**config.mk**
```make
export PLATFORM = sky130hd
export DESIGN_NAME = sbt_timer_counter
export DESIGN_NICKNAME = d
export VERILOG_FILES = /design/src/hw/sbt_pkg.sv /design/src/hw/sbt_tick_if.sv /design/src/hw/sbt_sync2.sv /design/src/hw/sbt_prescaler.sv /design/src/hw/sbt_timer_counter.sv
export VERILOG_INCLUDE_DIRS = /design/src /design/src/hw
export SDC_FILE = /design/constraint.sdc
export NUM_CORES = 1
export LEC_CHECK = 0
export ABC_AREA = 1
export BUFFER_PORTS_ARGS = -buffer_cell sky130_fd_sc_hd__buf_2
export CORE_ASPECT_RATIO = 0.75
export CORE_MARGIN = 2
export CORE_UTILIZATION = 45
export CTS_CLUSTER_DIAMETER = 120
export DETAILED_ROUTE_END_ITERATION = 7
export PLACE_DENSITY = 0.7
export SYNTH_ARGS = -nofsm -noshare
export SYNTH_HDL_FRONTEND = slang
export SYNTH_SLANG_ARGS = --single-unit
```
**constraint.sdc**
```tcl
create_clock -name clk -period 5.2 [get_ports clk]
set_input_delay 0.26 -clock clk [delete_from_list [all_inputs] [get_ports clk]]
set_output_delay 0.26 -clock clk [all_outputs]
set_load 0.05 [all_outputs]
```
**src/hw/sbt_params.svh**
```systemverilog
// Constants of the 16-bit timer/counter: register offsets, field positions,
// reset values and internal counts. Included by every design file that needs them.
`ifndef SBT_PARAMS_SVH
`define SBT_PARAMS_SVH

// ==================================================================
// Register offsets (byte addresses, one aligned word each)
`define SBT_OFF_CTRL 32'h0000_0000
`define SBT_OFF_CNT_LO 32'h0000_0004
`define SBT_OFF_CNT_HI 32'h0000_0008
`define SBT_OFF_IRQ_STAT 32'h0000_000c
`define SBT_OFF_IRQ_MASK 32'h0000_0010
`define SBT_OFF_PINS 32'h0000_0014

// ==================================================================
// Control register fields
`define SBT_B_RUN 0
`define SBT_B_CLKSEL 1
`define SBT_B_NOSYNC 2
`define SBT_B_OSCEN 3
`define SBT_B_PS_HI 5
`define SBT_B_PS_LO 4
`define SBT_B_SYSOSC 6
`define SBT_B_WIDE 7
`define SBT_CTRL_RESET 8'h00

// ==================================================================
// Pin register fields
`define SBT_PIN_DIR_HI 1
`define SBT_PIN_DIR_LO 0
`define SBT_PIN_LAT_HI 3
`define SBT_PIN_LAT_LO 2
`define SBT_PIN_DIR_RESET 2'h3
`define SBT_PIN_LAT_RESET 2'h0

// ==================================================================
// Counts and answers
`define SBT_COUNT_RESET 16'h0000
`define SBT_COUNT_MAX 16'hffff
`define SBT_ICLK_LAST 2'h3
`define SBT_RESP_OKAY 2'h0
`define SBT_RESP_SLVERR 2'h2

`endif

```
**src/hw/sbt_pkg.sv**
```systemverilog
// Types shared by the timer/counter modules.
// Assumes sbt_params.svh supplies all numeric constants.
package sbt_pkg;

	// ==================================================================
	// Counting mode, decoded from the control register
	typedef enum logic [2:0] {
		SBT_MODE_TIMER = 3'b001,
		SBT_MODE_SYNC = 3'b010,
		SBT_MODE_ASYNC = 3'b100
	} sbt_mode_e;

	typedef logic [7:0] sbt_byte_t;
	typedef logic [15:0] sbt_count_t;
	typedef logic [1:0] sbt_ps_t;

endpackage : sbt_pkg

```
**src/hw/sbt_tick_if.sv**
```systemverilog
// Tick path between the counter core and its prescaler.
// Assumes both ends run on the same clock.
`timescale 1ns/1ns
interface sbt_tick_if;
	import sbt_pkg::*;
	logic tickIn;
	logic clear;
	sbt_ps_t select;
	logic tickOut;

	modport core (output tickIn, output clear, output select, input tickOut);
	modport pre (input tickIn, input clear, input select, output tickOut);
endinterface : sbt_tick_if

```
**src/hw/sbt_sync2.sv**
```systemverilog
// Two-flop synchroniser, one chain per bit.
// Assumes inputs are asynchronous levels from pins or other clock domains.
`timescale 1ns/1ns
module sbt_sync2 #(
	parameter int W = 3
) (
	input wire logic clk, // System clock
	input wire logic sys_rst, // Asynchronous reset, active high
	input wire logic [W-1:0] async, // Raw levels
	output logic [W-1:0] synced // Levels after two flops
);
	genvar gi;
	generate
		for (gi = 0; gi < W; gi++) begin : g_bit
			logic meta;
			always_ff @(posedge clk or posedge sys_rst) begin
				if (sys_rst) begin
					meta <= 1'b0;
					synced[gi] <= 1'b0;
				end else begin
					meta <= async[gi];
					synced[gi] <= meta;
				end
			end
		end
	endgenerate
endmodule : sbt_sync2

```
**src/hw/sbt_prescaler.sv**
```systemverilog
// Input prescaler: passes every 1st, 2nd, 4th or 8th input tick.
// Assumes the core gates tickIn and pulses clear for one cycle.
`timescale 1ns/1ns
`include "sbt_params.svh"
module sbt_prescaler
	import sbt_pkg::*;
(
	input wire logic clk, // System clock
	input wire logic sys_rst, // Asynchronous reset, active high
	sbt_tick_if.pre tick // Tick in, clear, ratio, tick out
);
	logic [2:0] count;
	logic [2:0] mask;

	// ==================================================================
	// Ratio decode
	always_comb begin
		unique case (tick.select)
			2'h0: mask = 3'h0;
			2'h1: mask = 3'h1;
			2'h2: mask = 3'h3;
			2'h3: mask = 3'h7;
		endcase
	end

	// Emit on the last input of each group
	assign tick.tickOut = tick.tickIn && ((count & mask) == mask);

	// ==================================================================
	// Internal count, cleared by a low-byte write
	always_ff @(posedge clk or posedge sys_rst) begin
		if (sys_rst) begin
			count <= 3'h0;
		end else if (tick.clear) begin
			count <= 3'h0;
		end else if (tick.tickIn) begin
			count <= count + 3'h1;
		end
	end
endmodule : sbt_prescaler

```
**src/hw/sbt_timer_counter.sv**
```systemverilog
// 16-bit timer/counter with prescaler, optional buffered 16-bit access,
// crystal oscillator control and an overflow interrupt, on an AXI4-Lite slave.
// Assumes the bus master keeps AXI4-Lite handshakes; pins are asynchronous.
//
// The register addresses and the AXI4-Lite interface to the registers are this design's own decisions.
`timescale 1ns/1ns
`include "sbt_params.svh"

// Overview of operation
// Count only while the run bit is set
// Internal source: count every fourth system clock
// External source: count rising edges on the pin
// No-sync bit picks synchronous or asynchronous mode
// Prescale field divides input by 1,2,4,8
// Oscillator enable bit powers the crystal amplifier
// Read-only bit shows system clock from oscillator
// Wide bit selects 16-bit or byte access
// Low-byte read copies live high byte
// Wide high write loads buffer; low write commits
// Low write clears prescaler, high write not
// Enabled block forces pins input, reads zero
// Oscillator keeps running in power-managed modes
// Software waits for oscillator start-up itself
// Rollover sets overflow flag; enable gates interrupt
// Trigger zeroes count silently; write wins
// Byte mode high address reaches live byte
module sbt_timer_counter
	import sbt_pkg::*;
(
	input wire logic clk, // System clock, 50 MHz
	input wire logic sys_rst, // Asynchronous reset, active high
	input wire logic [31:0] s_axi_awaddr, // Write address
	input wire logic s_axi_awvalid, // Write address valid
	output logic s_axi_awready, // Write address ready
	input wire logic [31:0] s_axi_wdata, // Write data
	input wire logic [3:0] s_axi_wstrb, // Write byte enables
	input wire logic s_axi_wvalid, // Write data valid
	output logic s_axi_wready, // Write data ready
	output logic [1:0] s_axi_bresp, // Write response
	output logic s_axi_bvalid, // Write response valid
	input wire logic s_axi_bready, // Write response ready
	input wire logic [31:0] s_axi_araddr, // Read address
	input wire logic s_axi_arvalid, // Read address valid
	output logic s_axi_arready, // Read address ready
	output logic [31:0] s_axi_rdata, // Read data
	output logic [1:0] s_axi_rresp, // Read response
	output logic s_axi_rvalid, // Read data valid
	input wire logic s_axi_rready, // Read data ready
	output logic irq, // Overflow interrupt, level
	input wire logic extCountPinI, // Count / amplifier output pin, level in
	output logic extCountPinO, // Count pin port drive value
	output logic extCountPinOe, // Count pin port drive enable
	input wire logic oscInPinI, // Oscillator input pin, level in
	output logic oscInPinO, // Oscillator input pin port drive value
	output logic oscInPinOe, // Oscillator input pin port drive enable
	output logic oscAmpEnable, // Crystal inverter and feedback enable
	input wire logic specialEventTrigger, // Compare-unit reset pulse
	input wire logic powerManagedMode, // Core clocks gated (sleep/idle)
	input wire logic sysClkFromOsc // Clock control selects this oscillator
);
	// ==================================================================
	// Declarations
	sbt_byte_t ctrl;
	sbt_count_t count;
	sbt_byte_t hiBuf;
	logic overflowFlag;
	logic overflowIrqEnable;
	logic [1:0] pinDir;
	logic [1:0] pinLatch;
	logic sysOscStatus;
	logic [2:0] pinSync;
	logic extPrev;
	logic [1:0] iclkCnt;
	logic syncStage;
	sbt_mode_e mode;
	logic awHeld;
	logic wHeld;
	logic [31:0] wAddr;
	logic [7:0] wData;
	logic wLaneLo;
	logic doWrite;
	logic doRead;
	logic wrCtrl;
	logic wrLow;
	logic wrHigh;
	logic wrMask;
	logic wrPins;
	logic rdLow;
	logic rdStatus;
	logic wide;
	logic run;
	logic extRise;
	logic iclkTick;
	logic halted;
	logic incr;
	logic trigReset;
	logic ovfEvent;
	logic [31:0] next_rdata;
	logic [1:0] next_rresp;
	sbt_tick_if tick ();

	// ==================================================================
	// Pin and status synchronisers
	sbt_sync2 #(
		.W(3)
	) u_sync (
		.clk(clk),
		.sys_rst(sys_rst),
		.async({sysClkFromOsc, oscInPinI, extCountPinI}),
		.synced(pinSync)
	);

	sbt_prescaler u_pre (
		.clk(clk),
		.sys_rst(sys_rst),
		.tick(tick)
	);

	// ==================================================================
	// Mode decode
	assign run = ctrl[`SBT_B_RUN];
	assign wide = ctrl[`SBT_B_WIDE];

	always_comb begin
		if (!ctrl[`SBT_B_CLKSEL]) begin
			mode = SBT_MODE_TIMER;
		end else if (ctrl[`SBT_B_NOSYNC]) begin
			mode = SBT_MODE_ASYNC;
		end else begin
			mode = SBT_MODE_SYNC;
		end
	end

	// ==================================================================
	// Count sources
	// Edge detect reads only the second synchroniser flop
	always_ff @(posedge clk or posedge sys_rst) begin
		if (sys_rst) begin
			extPrev <= 1'b0;
		end else begin
			extPrev <= pinSync[0];
		end
	end
	assign extRise = pinSync[0] && !extPrev;

	// Instruction-cycle divider: one tick per four system clocks
	always_ff @(posedge clk or posedge sys_rst) begin
		if (sys_rst) begin
			iclkCnt <= 2'h0;
		end else begin
			iclkCnt <= iclkCnt + 2'h1;
		end
	end
	assign iclkTick = (iclkCnt == `SBT_ICLK_LAST);

	// Synchronised modes stop with the core clock; the asynchronous one keeps counting
	assign halted = powerManagedMode && (mode != SBT_MODE_ASYNC);

	assign tick.tickIn = run && !halted && (mode == SBT_MODE_TIMER ? iclkTick : extRise);
	assign tick.select = ctrl[`SBT_B_PS_HI:`SBT_B_PS_LO];
	assign tick.clear = wrLow;

	// Synchronous counter mode takes one more register stage after the prescaler
	always_ff @(posedge clk or posedge sys_rst) begin
		if (sys_rst) begin
			syncStage <= 1'b0;
		end else begin
			syncStage <= tick.tickOut && (mode == SBT_MODE_SYNC);
		end
	end

	always_comb begin
		unique case (mode)
			SBT_MODE_SYNC: incr = run && syncStage;
			SBT_MODE_TIMER: incr = tick.tickOut;
			SBT_MODE_ASYNC: incr = tick.tickOut;
			default: incr = 1'b0;
		endcase
	end

	// Reset by the compare unit is not honoured in asynchronous mode
	assign trigReset = specialEventTrigger && run && (mode != SBT_MODE_ASYNC);

	// ==================================================================
	// AXI4-Lite write channel
	always_ff @(posedge clk or posedge sys_rst) begin
		if (sys_rst) begin
			awHeld <= 1'b0;
			wHeld <= 1'b0;
			wAddr <= 32'h0000_0000;
			wData <= 8'h00;
			wLaneLo <= 1'b0;
			s_axi_awready <= 1'b1;
			s_axi_wready <= 1'b1;
			s_axi_bvalid <= 1'b0;
			s_axi_bresp <= `SBT_RESP_OKAY;
		end else begin
			if (s_axi_awvalid && s_axi_awready) begin
				awHeld <= 1'b1;
				wAddr <= s_axi_awaddr;
				s_axi_awready <= 1'b0;
			end
			if (s_axi_wvalid && s_axi_wready) begin
				wHeld <= 1'b1;
				wData <= s_axi_wdata[7:0];
				wLaneLo <= s_axi_wstrb[0];
				s_axi_wready <= 1'b0;
			end
			if (doWrite) begin
				awHeld <= 1'b0;
				wHeld <= 1'b0;
				s_axi_bvalid <= 1'b1;
				s_axi_bresp <= (wAddr == `SBT_OFF_CTRL || wAddr == `SBT_OFF_CNT_LO ||
					wAddr == `SBT_OFF_CNT_HI || wAddr == `SBT_OFF_IRQ_STAT ||
					wAddr == `SBT_OFF_IRQ_MASK || wAddr == `SBT_OFF_PINS) ?
					`SBT_RESP_OKAY : `SBT_RESP_SLVERR;
			end
			if (s_axi_bvalid && s_axi_bready) begin
				s_axi_bvalid <= 1'b0;
				s_axi_awready <= 1'b1;
				s_axi_wready <= 1'b1;
			end
		end
	end

	assign doWrite = awHeld && wHeld && !s_axi_bvalid;
	// Only byte lane 0 carries register data; other lanes are ignored
	assign wrCtrl = doWrite && wLaneLo && (wAddr == `SBT_OFF_CTRL);
	assign wrLow = doWrite && wLaneLo && (wAddr == `SBT_OFF_CNT_LO);
	assign wrHigh = doWrite && wLaneLo && (wAddr == `SBT_OFF_CNT_HI);
	assign wrMask = doWrite && wLaneLo && (wAddr == `SBT_OFF_IRQ_MASK);
	assign wrPins = doWrite && wLaneLo && (wAddr == `SBT_OFF_PINS);

	// ==================================================================
	// AXI4-Lite read channel
	assign doRead = s_axi_arvalid && s_axi_arready;
	assign rdLow = doRead && (s_axi_araddr == `SBT_OFF_CNT_LO);
	assign rdStatus = doRead && (s_axi_araddr == `SBT_OFF_IRQ_STAT);

	always_comb begin
		next_rdata = 32'h0000_0000;
		next_rresp = `SBT_RESP_OKAY;
		unique case (s_axi_araddr)
			`SBT_OFF_CTRL: next_rdata[7:0] = {ctrl[`SBT_B_WIDE], sysOscStatus, ctrl[5:0]};
			`SBT_OFF_CNT_LO: next_rdata[7:0] = count[7:0];
			`SBT_OFF_CNT_HI: next_rdata[7:0] = wide ? hiBuf : count[15:8]; // see R8
			`SBT_OFF_IRQ_STAT: next_rdata[0] = overflowFlag;
			`SBT_OFF_IRQ_MASK: next_rdata[0] = overflowIrqEnable;
			`SBT_OFF_PINS: next_rdata[5:0] = {(run ? 2'h0 : pinSync[1:0]), pinLatch, pinDir};
			default: next_rresp = `SBT_RESP_SLVERR;
		endcase
	end

	always_ff @(posedge clk or posedge sys_rst) begin
		if (sys_rst) begin
			s_axi_arready <= 1'b1;
			s_axi_rvalid <= 1'b0;
			s_axi_rdata <= 32'h0000_0000;
			s_axi_rresp <= `SBT_RESP_OKAY;
		end else if (doRead) begin
			s_axi_arready <= 1'b0;
			s_axi_rvalid <= 1'b1;
			s_axi_rdata <= next_rdata;
			s_axi_rresp <= next_rresp;
		end else if (s_axi_rvalid && s_axi_rready) begin
			s_axi_rvalid <= 1'b0;
			s_axi_arready <= 1'b1;
		end
	end

	// ==================================================================
	// Control register and oscillator
	always_ff @(posedge clk or posedge sys_rst) begin
		if (sys_rst) begin
			ctrl <= `SBT_CTRL_RESET;
		end else if (wrCtrl) begin
			ctrl <= wData;
		end
	end

	// Amplifier follows only the enable bit, never the power-managed state
	always_ff @(posedge clk or posedge sys_rst) begin
		if (sys_rst) begin
			oscAmpEnable <= 1'b0;
		end else begin
			oscAmpEnable <= ctrl[`SBT_B_OSCEN]; // see R6
		end
	end

	always_ff @(posedge clk or posedge sys_rst) begin
		if (sys_rst) begin
			sysOscStatus <= 1'b0;
		end else begin
			sysOscStatus <= pinSync[2];
		end
	end

	// ==================================================================
	// Counter
	// A low-byte write, or a high-byte write in byte mode, beats the trigger and any increment in the same cycle
	always_ff @(posedge clk or posedge sys_rst) begin
		if (sys_rst) begin
			count <= `SBT_COUNT_RESET;
		end else if (wrLow) begin
			count <= {(wide ? hiBuf : count[15:8]), wData};
		end else if (wrHigh && !wide) begin
			count[15:8] <= wData;
		end else if (trigReset) begin
			count <= `SBT_COUNT_RESET;
		end else if (incr) begin
			count <= count + 16'h0001;
		end
	end

	assign ovfEvent = incr && (count == `SBT_COUNT_MAX) && !wrLow && !(wrHigh && !wide) && !trigReset;

	// High-byte buffer: snapshot on low read, staging on high write
	always_ff @(posedge clk or posedge sys_rst) begin
		if (sys_rst) begin
			hiBuf <= 8'h00;
		end else if (wrHigh && wide) begin
			hiBuf <= wData;
		end else if (rdLow && wide) begin
			hiBuf <= count[15:8];
		end
	end

	// ==================================================================
	// Overflow interrupt
	always_ff @(posedge clk or posedge sys_rst) begin
		if (sys_rst) begin
			overflowFlag <= 1'b0;
		end else begin
			overflowFlag <= ovfEvent || (overflowFlag && !rdStatus);
		end
	end

	always_ff @(posedge clk or posedge sys_rst) begin
		if (sys_rst) begin
			overflowIrqEnable <= 1'b0;
		end else if (wrMask) begin
			overflowIrqEnable <= wData[0];
		end
	end

	always_ff @(posedge clk or posedge sys_rst) begin
		if (sys_rst) begin
			irq <= 1'b0;
		end else begin
			irq <= overflowFlag && overflowIrqEnable;
		end
	end

	// ==================================================================
	// Shared port pins
	always_ff @(posedge clk or posedge sys_rst) begin
		if (sys_rst) begin
			pinDir <= `SBT_PIN_DIR_RESET;
			pinLatch <= `SBT_PIN_LAT_RESET;
		end else if (wrPins) begin
			pinDir <= wData[`SBT_PIN_DIR_HI:`SBT_PIN_DIR_LO];
			pinLatch <= wData[`SBT_PIN_LAT_HI:`SBT_PIN_LAT_LO];
		end
	end

	// Direction bits are overridden only while counting (run bit set), not while the oscillator alone is enabled
	always_ff @(posedge clk or posedge sys_rst) begin
		if (sys_rst) begin
			extCountPinOe <= 1'b0;
			oscInPinOe <= 1'b0;
			extCountPinO <= 1'b0;
			oscInPinO <= 1'b0;
		end else begin
			extCountPinOe <= !run && !pinDir[0];
			oscInPinOe <= !run && !pinDir[1];
			extCountPinO <= pinLatch[0];
			oscInPinO <= pinLatch[1];
		end
	end
endmodule : sbt_timer_counter

```
==> summary.txt <==
Routing
  • DR pass1 iterations: 5
  • Avg WL per Cell: 14.1 um
  • Top Metal Used: met4
  • Final antenna-violating net count: 0
  • Post-Route M1 WL: 7770 um
  • Total Wirelength: 16000 um
  • Initial DRC Count: 431
  • Routed vias: 5630
  • Via density: 4.96
  • DR WL met2: 6520 um
  • Met3 routed WL: 1360 um
  • # DRC: 0

Clock tree
  • Worst-Skew Late Latency: 0.42 ns
  • H-tree depth: 4
  • Root Driver: clkbuf_16
  • CTS Buffer Depth: 2
  • CTS tree: built
  • Post-CTS sizing: 0
  • Sink Count: 115
  • TritonCTS Buffers: 17
  • Reg clk slew, reported paths: 0.06 ns

Timing
  • Maximum clock frequency: 341 MHz
  • Max_slew headroom: 0.332
  • Smallest hold slack: 0.00355 ns
  • Crit share post-route: 0.563
  • Final hold violations: 0
  • Setup violations, final: 0
  • RSZ-0062 raised after global routing: false
  • Max-slew violation count: 0
  • Sum Neg Setup Slack: 0 ns
  • Worst slew pin tran: 0.996 ns
  • Tmin final: 2.93 ns
  • Clock Skew: 0.00842 ns

Yosys
  • Cells after Synth: 839
  • Syn avg cell area: 7.36 um2
  • EDFF count, synth: 0
  • #FFs+latches synth: 115
  • Synth warnings: 0
  • Post-synth top flop: dfrtp_1
  • Ys async rst share: 1.00
  • Register area share after synthesis: 0.467
  • Distinct cell type count after synthesis: 44
  • Mapped cell area: 0.00617 mm2

Pwr
  • Clock network power share: 0.390
  • Sw frac: 0.340
  • Worst vdd ir: 0.242 mV
  • PwrDens: 407 mW/mm2
  • Cell internal pwr: 1.98 mW
  • Power share of the combinational group: 0.209
  • Final Power: 3.00 mW
  • Sequential power share: 0.401
  • Net Switching: 1.02 mW
  • Leak Pwr: 3.89 nW

Die
  • Die Wd: 139 um
  • FP Rows: 37
  • IO Count: 159
  • Core footprint: 0.0136 mm2
  • DIE AREA: 0.0147 mm2
  • Chip height: 105 um
  • Initial core utilization: 0.455

Critical path
  • Worst R2R Path Depth: 4
  • CP endpoint kind: flop
  • Largest fanout on the critical path: 36
  • WP data arrival: 3.22 ns
  • Worst setup SP type: input pin
  • Crit Path Class: input pin to flop
  • WP data required: 5.50 ns

Global route
  • Initial antenna violation count: 0
  • Vias in the first global route: 5292
  • Largest net degree at the start of global routing: 66
  • Grt ovf: 0
  • Total GRT Usage: 0.229
  • First-pass GRT wire length: 26500 um

Placed design
  • Dpl hpwl: 11400 um
  • Post-DP Area: 0.00674 mm2
  • Port Buf Inserts: 105
  • GPL Wtd Cong: 0.962

Layout
  • N_diodes: 0
  • Layout area overhead: 19.4%
  • Fin area: 0.00737 mm2
  • Final core utilization: 0.543
  • Fill count: 1332
  • Layout cell share with drive strength beyond 1: 0.191
  • Net count, final: 1063

Run
  • Max cap viols: 0

Run status
  • Status: finished clean

Hold path
  • HP Class: input pin to async pin
[cell families (layout without fill, tap and decap cells)]
group,Yosys count,count (layout),synth area share
adder cells (fa/ha/maj),3,3,0.00608
XOR/XNOR,4,4,0.00567
other,1,26,0.000607
buffers and inverters,113,210,0.0871
AND/OR/NAND/NOR,526,526,0.366
flip-flops,115,115,0.467
AO/OA/AOI/OAI,77,77,0.0671
[registers in the layout, summed over array words and instances, names as in the netlist, 7 cells and up]
| name | flops |
|---|---|
| hiBuf | 8 |
| count | 16 |
| wAddr | 32 |
| s_axi_rdata | 8 |
| ctrl | 7 |
| wData | 8 |
[critical path, stage by stage]
cell           delay [ns]
dlygate4sd3_1        0.54
buf_2                0.13
nand2_1              0.70
clkinv_1             1.09
o21ai_0              0.44
inv_1                0.06
[stage by stage]
| stage | instances | setup WS [ns] |
|---|---|---|
| global placement | 1100 | 2.36 |
| detailed placement | 1100 | 2.32 |
| finish | 1136 | 2.27 |
| global route | 1136 | 1.98 |
| floorplan | 864 | 1.90 |
| CTS | 1136 | 2.26 |
[cell type report]
cell class / count / area, um2 / area share
Clock buffer: 18 / 439 / 0.0596
Tap cell: 175 / 219 / 0.0297
Multi-Input combinational cell: 636 / 2850 / 0.386
Timing Repair Buffer: 110 / 573 / 0.0778
Clock inverter: 14 / 150 / 0.0204
Sequential cell: 115 / 2880 / 0.391
Inverter: 68 / 258 / 0.0350
[power by group through the flow]
stage / clock (mW) / combinational (mW) / sequential (mW)
finish: 1.17 / 0.626 / 1.20
global route: 1.23 / 0.705 / 1.23
CTS: 1.18 / 0.631 / 1.20
detailed placement: 0 / 0.628 / 1.21
global placement: 0 / 0.616 / 1.21
floorplan: 0 / 0.399 / 1.27
[synth_stat cells (2+ instances only)]
| library cell | instances | area (um2) |
|---|---|---|
| a21oi_1 | 4 | 20.0 |
| buf_2 | 7 | 35.0 |
| buf_4 | 26 | 195 |
| clkbuf_1 | 10 | 37.5 |
| clkinv_1 | 3 | 11.3 |
| dfrtp_1 | 110 | 2750 |
| dfstp_2 | 5 | 131 |
| ha_1 | 3 | 37.5 |
| inv_1 | 55 | 206 |
| inv_2 | 10 | 37.5 |
| nand2_1 | 331 | 1240 |
| nand2_2 | 2 | 12.5 |
| nand3_1 | 66 | 330 |
| nand3_2 | 5 | 50.1 |
| nand3b_1 | 2 | 15.0 |
| nand4_1 | 13 | 81.3 |
| nor2_1 | 77 | 289 |
| nor2_2 | 11 | 68.8 |
| nor2_4 | 3 | 33.8 |
| nor3_1 | 5 | 25.0 |
| o21ai_0 | 48 | 240 |
| o21ai_1 | 18 | 90.1 |
| or2_2 | 2 | 12.5 |
| xor2_1 | 3 | 26.3 |
[placed cells by master, fill, tap and decap left out, drive strengths merged]
| cell | count |
|---|---|
| nor2 | 92 |
| clkinvlp | 3 |
| nand3 | 72 |
| nand4 | 13 |
| xnor2 | 1 |
| clkinv | 7 |
| clkbuf | 18 |
| o21ai | 67 |
| ha | 3 |
| buf | 106 |
| inv | 70 |
| nor3 | 7 |
| nand3b | 2 |
| nand2 | 334 |
| a21boi | 1 |
| nor4 | 1 |
| xor2 | 3 |
| nand2b | 1 |
| and2b | 1 |
| a21oi | 4 |
| conb | 26 |
| o21bai | 1 |
| o21a | 1 |
| dfstp | 5 |
| a31oi | 1 |
| dlygate4sd3 | 4 |
| or2 | 3 |
| dfrtp | 110 |
| o211ai | 1 |
| a211oi | 1 |
| bufinv | 2 |
[worst paths after layout]
check,slack (ns),start,end
setup / recovery,2.27,s_axi_awvalid,awHeld
hold / removal,0.004,sys_rst,irq
setup reg to reg,2.41,s_axi_awready,awHeld
hold reg to reg,0.35,u_sync.synced[2],sysOscStatus
max in group asynchronous,4.03,sys_rst,hiBuf[5]
min in group clk,0.01,s_axi_wvalid,s_axi_wready
[metal layers]
| layer | vias up | GRT usage |
|---|---|---|
| met2 | 204 | 0.331 |
| met5 | - | 0 |
| met3 | 26 | 0.0686 |
| met1 | 2569 | 0.330 |
| met4 | 0 | 0.0758 |
| li1 | 2831 | - |
[timing repair]
item / 4_1_cts / 5_1_grt
buffers inserted: 0 / 0
hold buffers: 4 / 0
hold endpoints to repair: 4 / 0
Note: power is estimated with default switching activity, not from simulation.
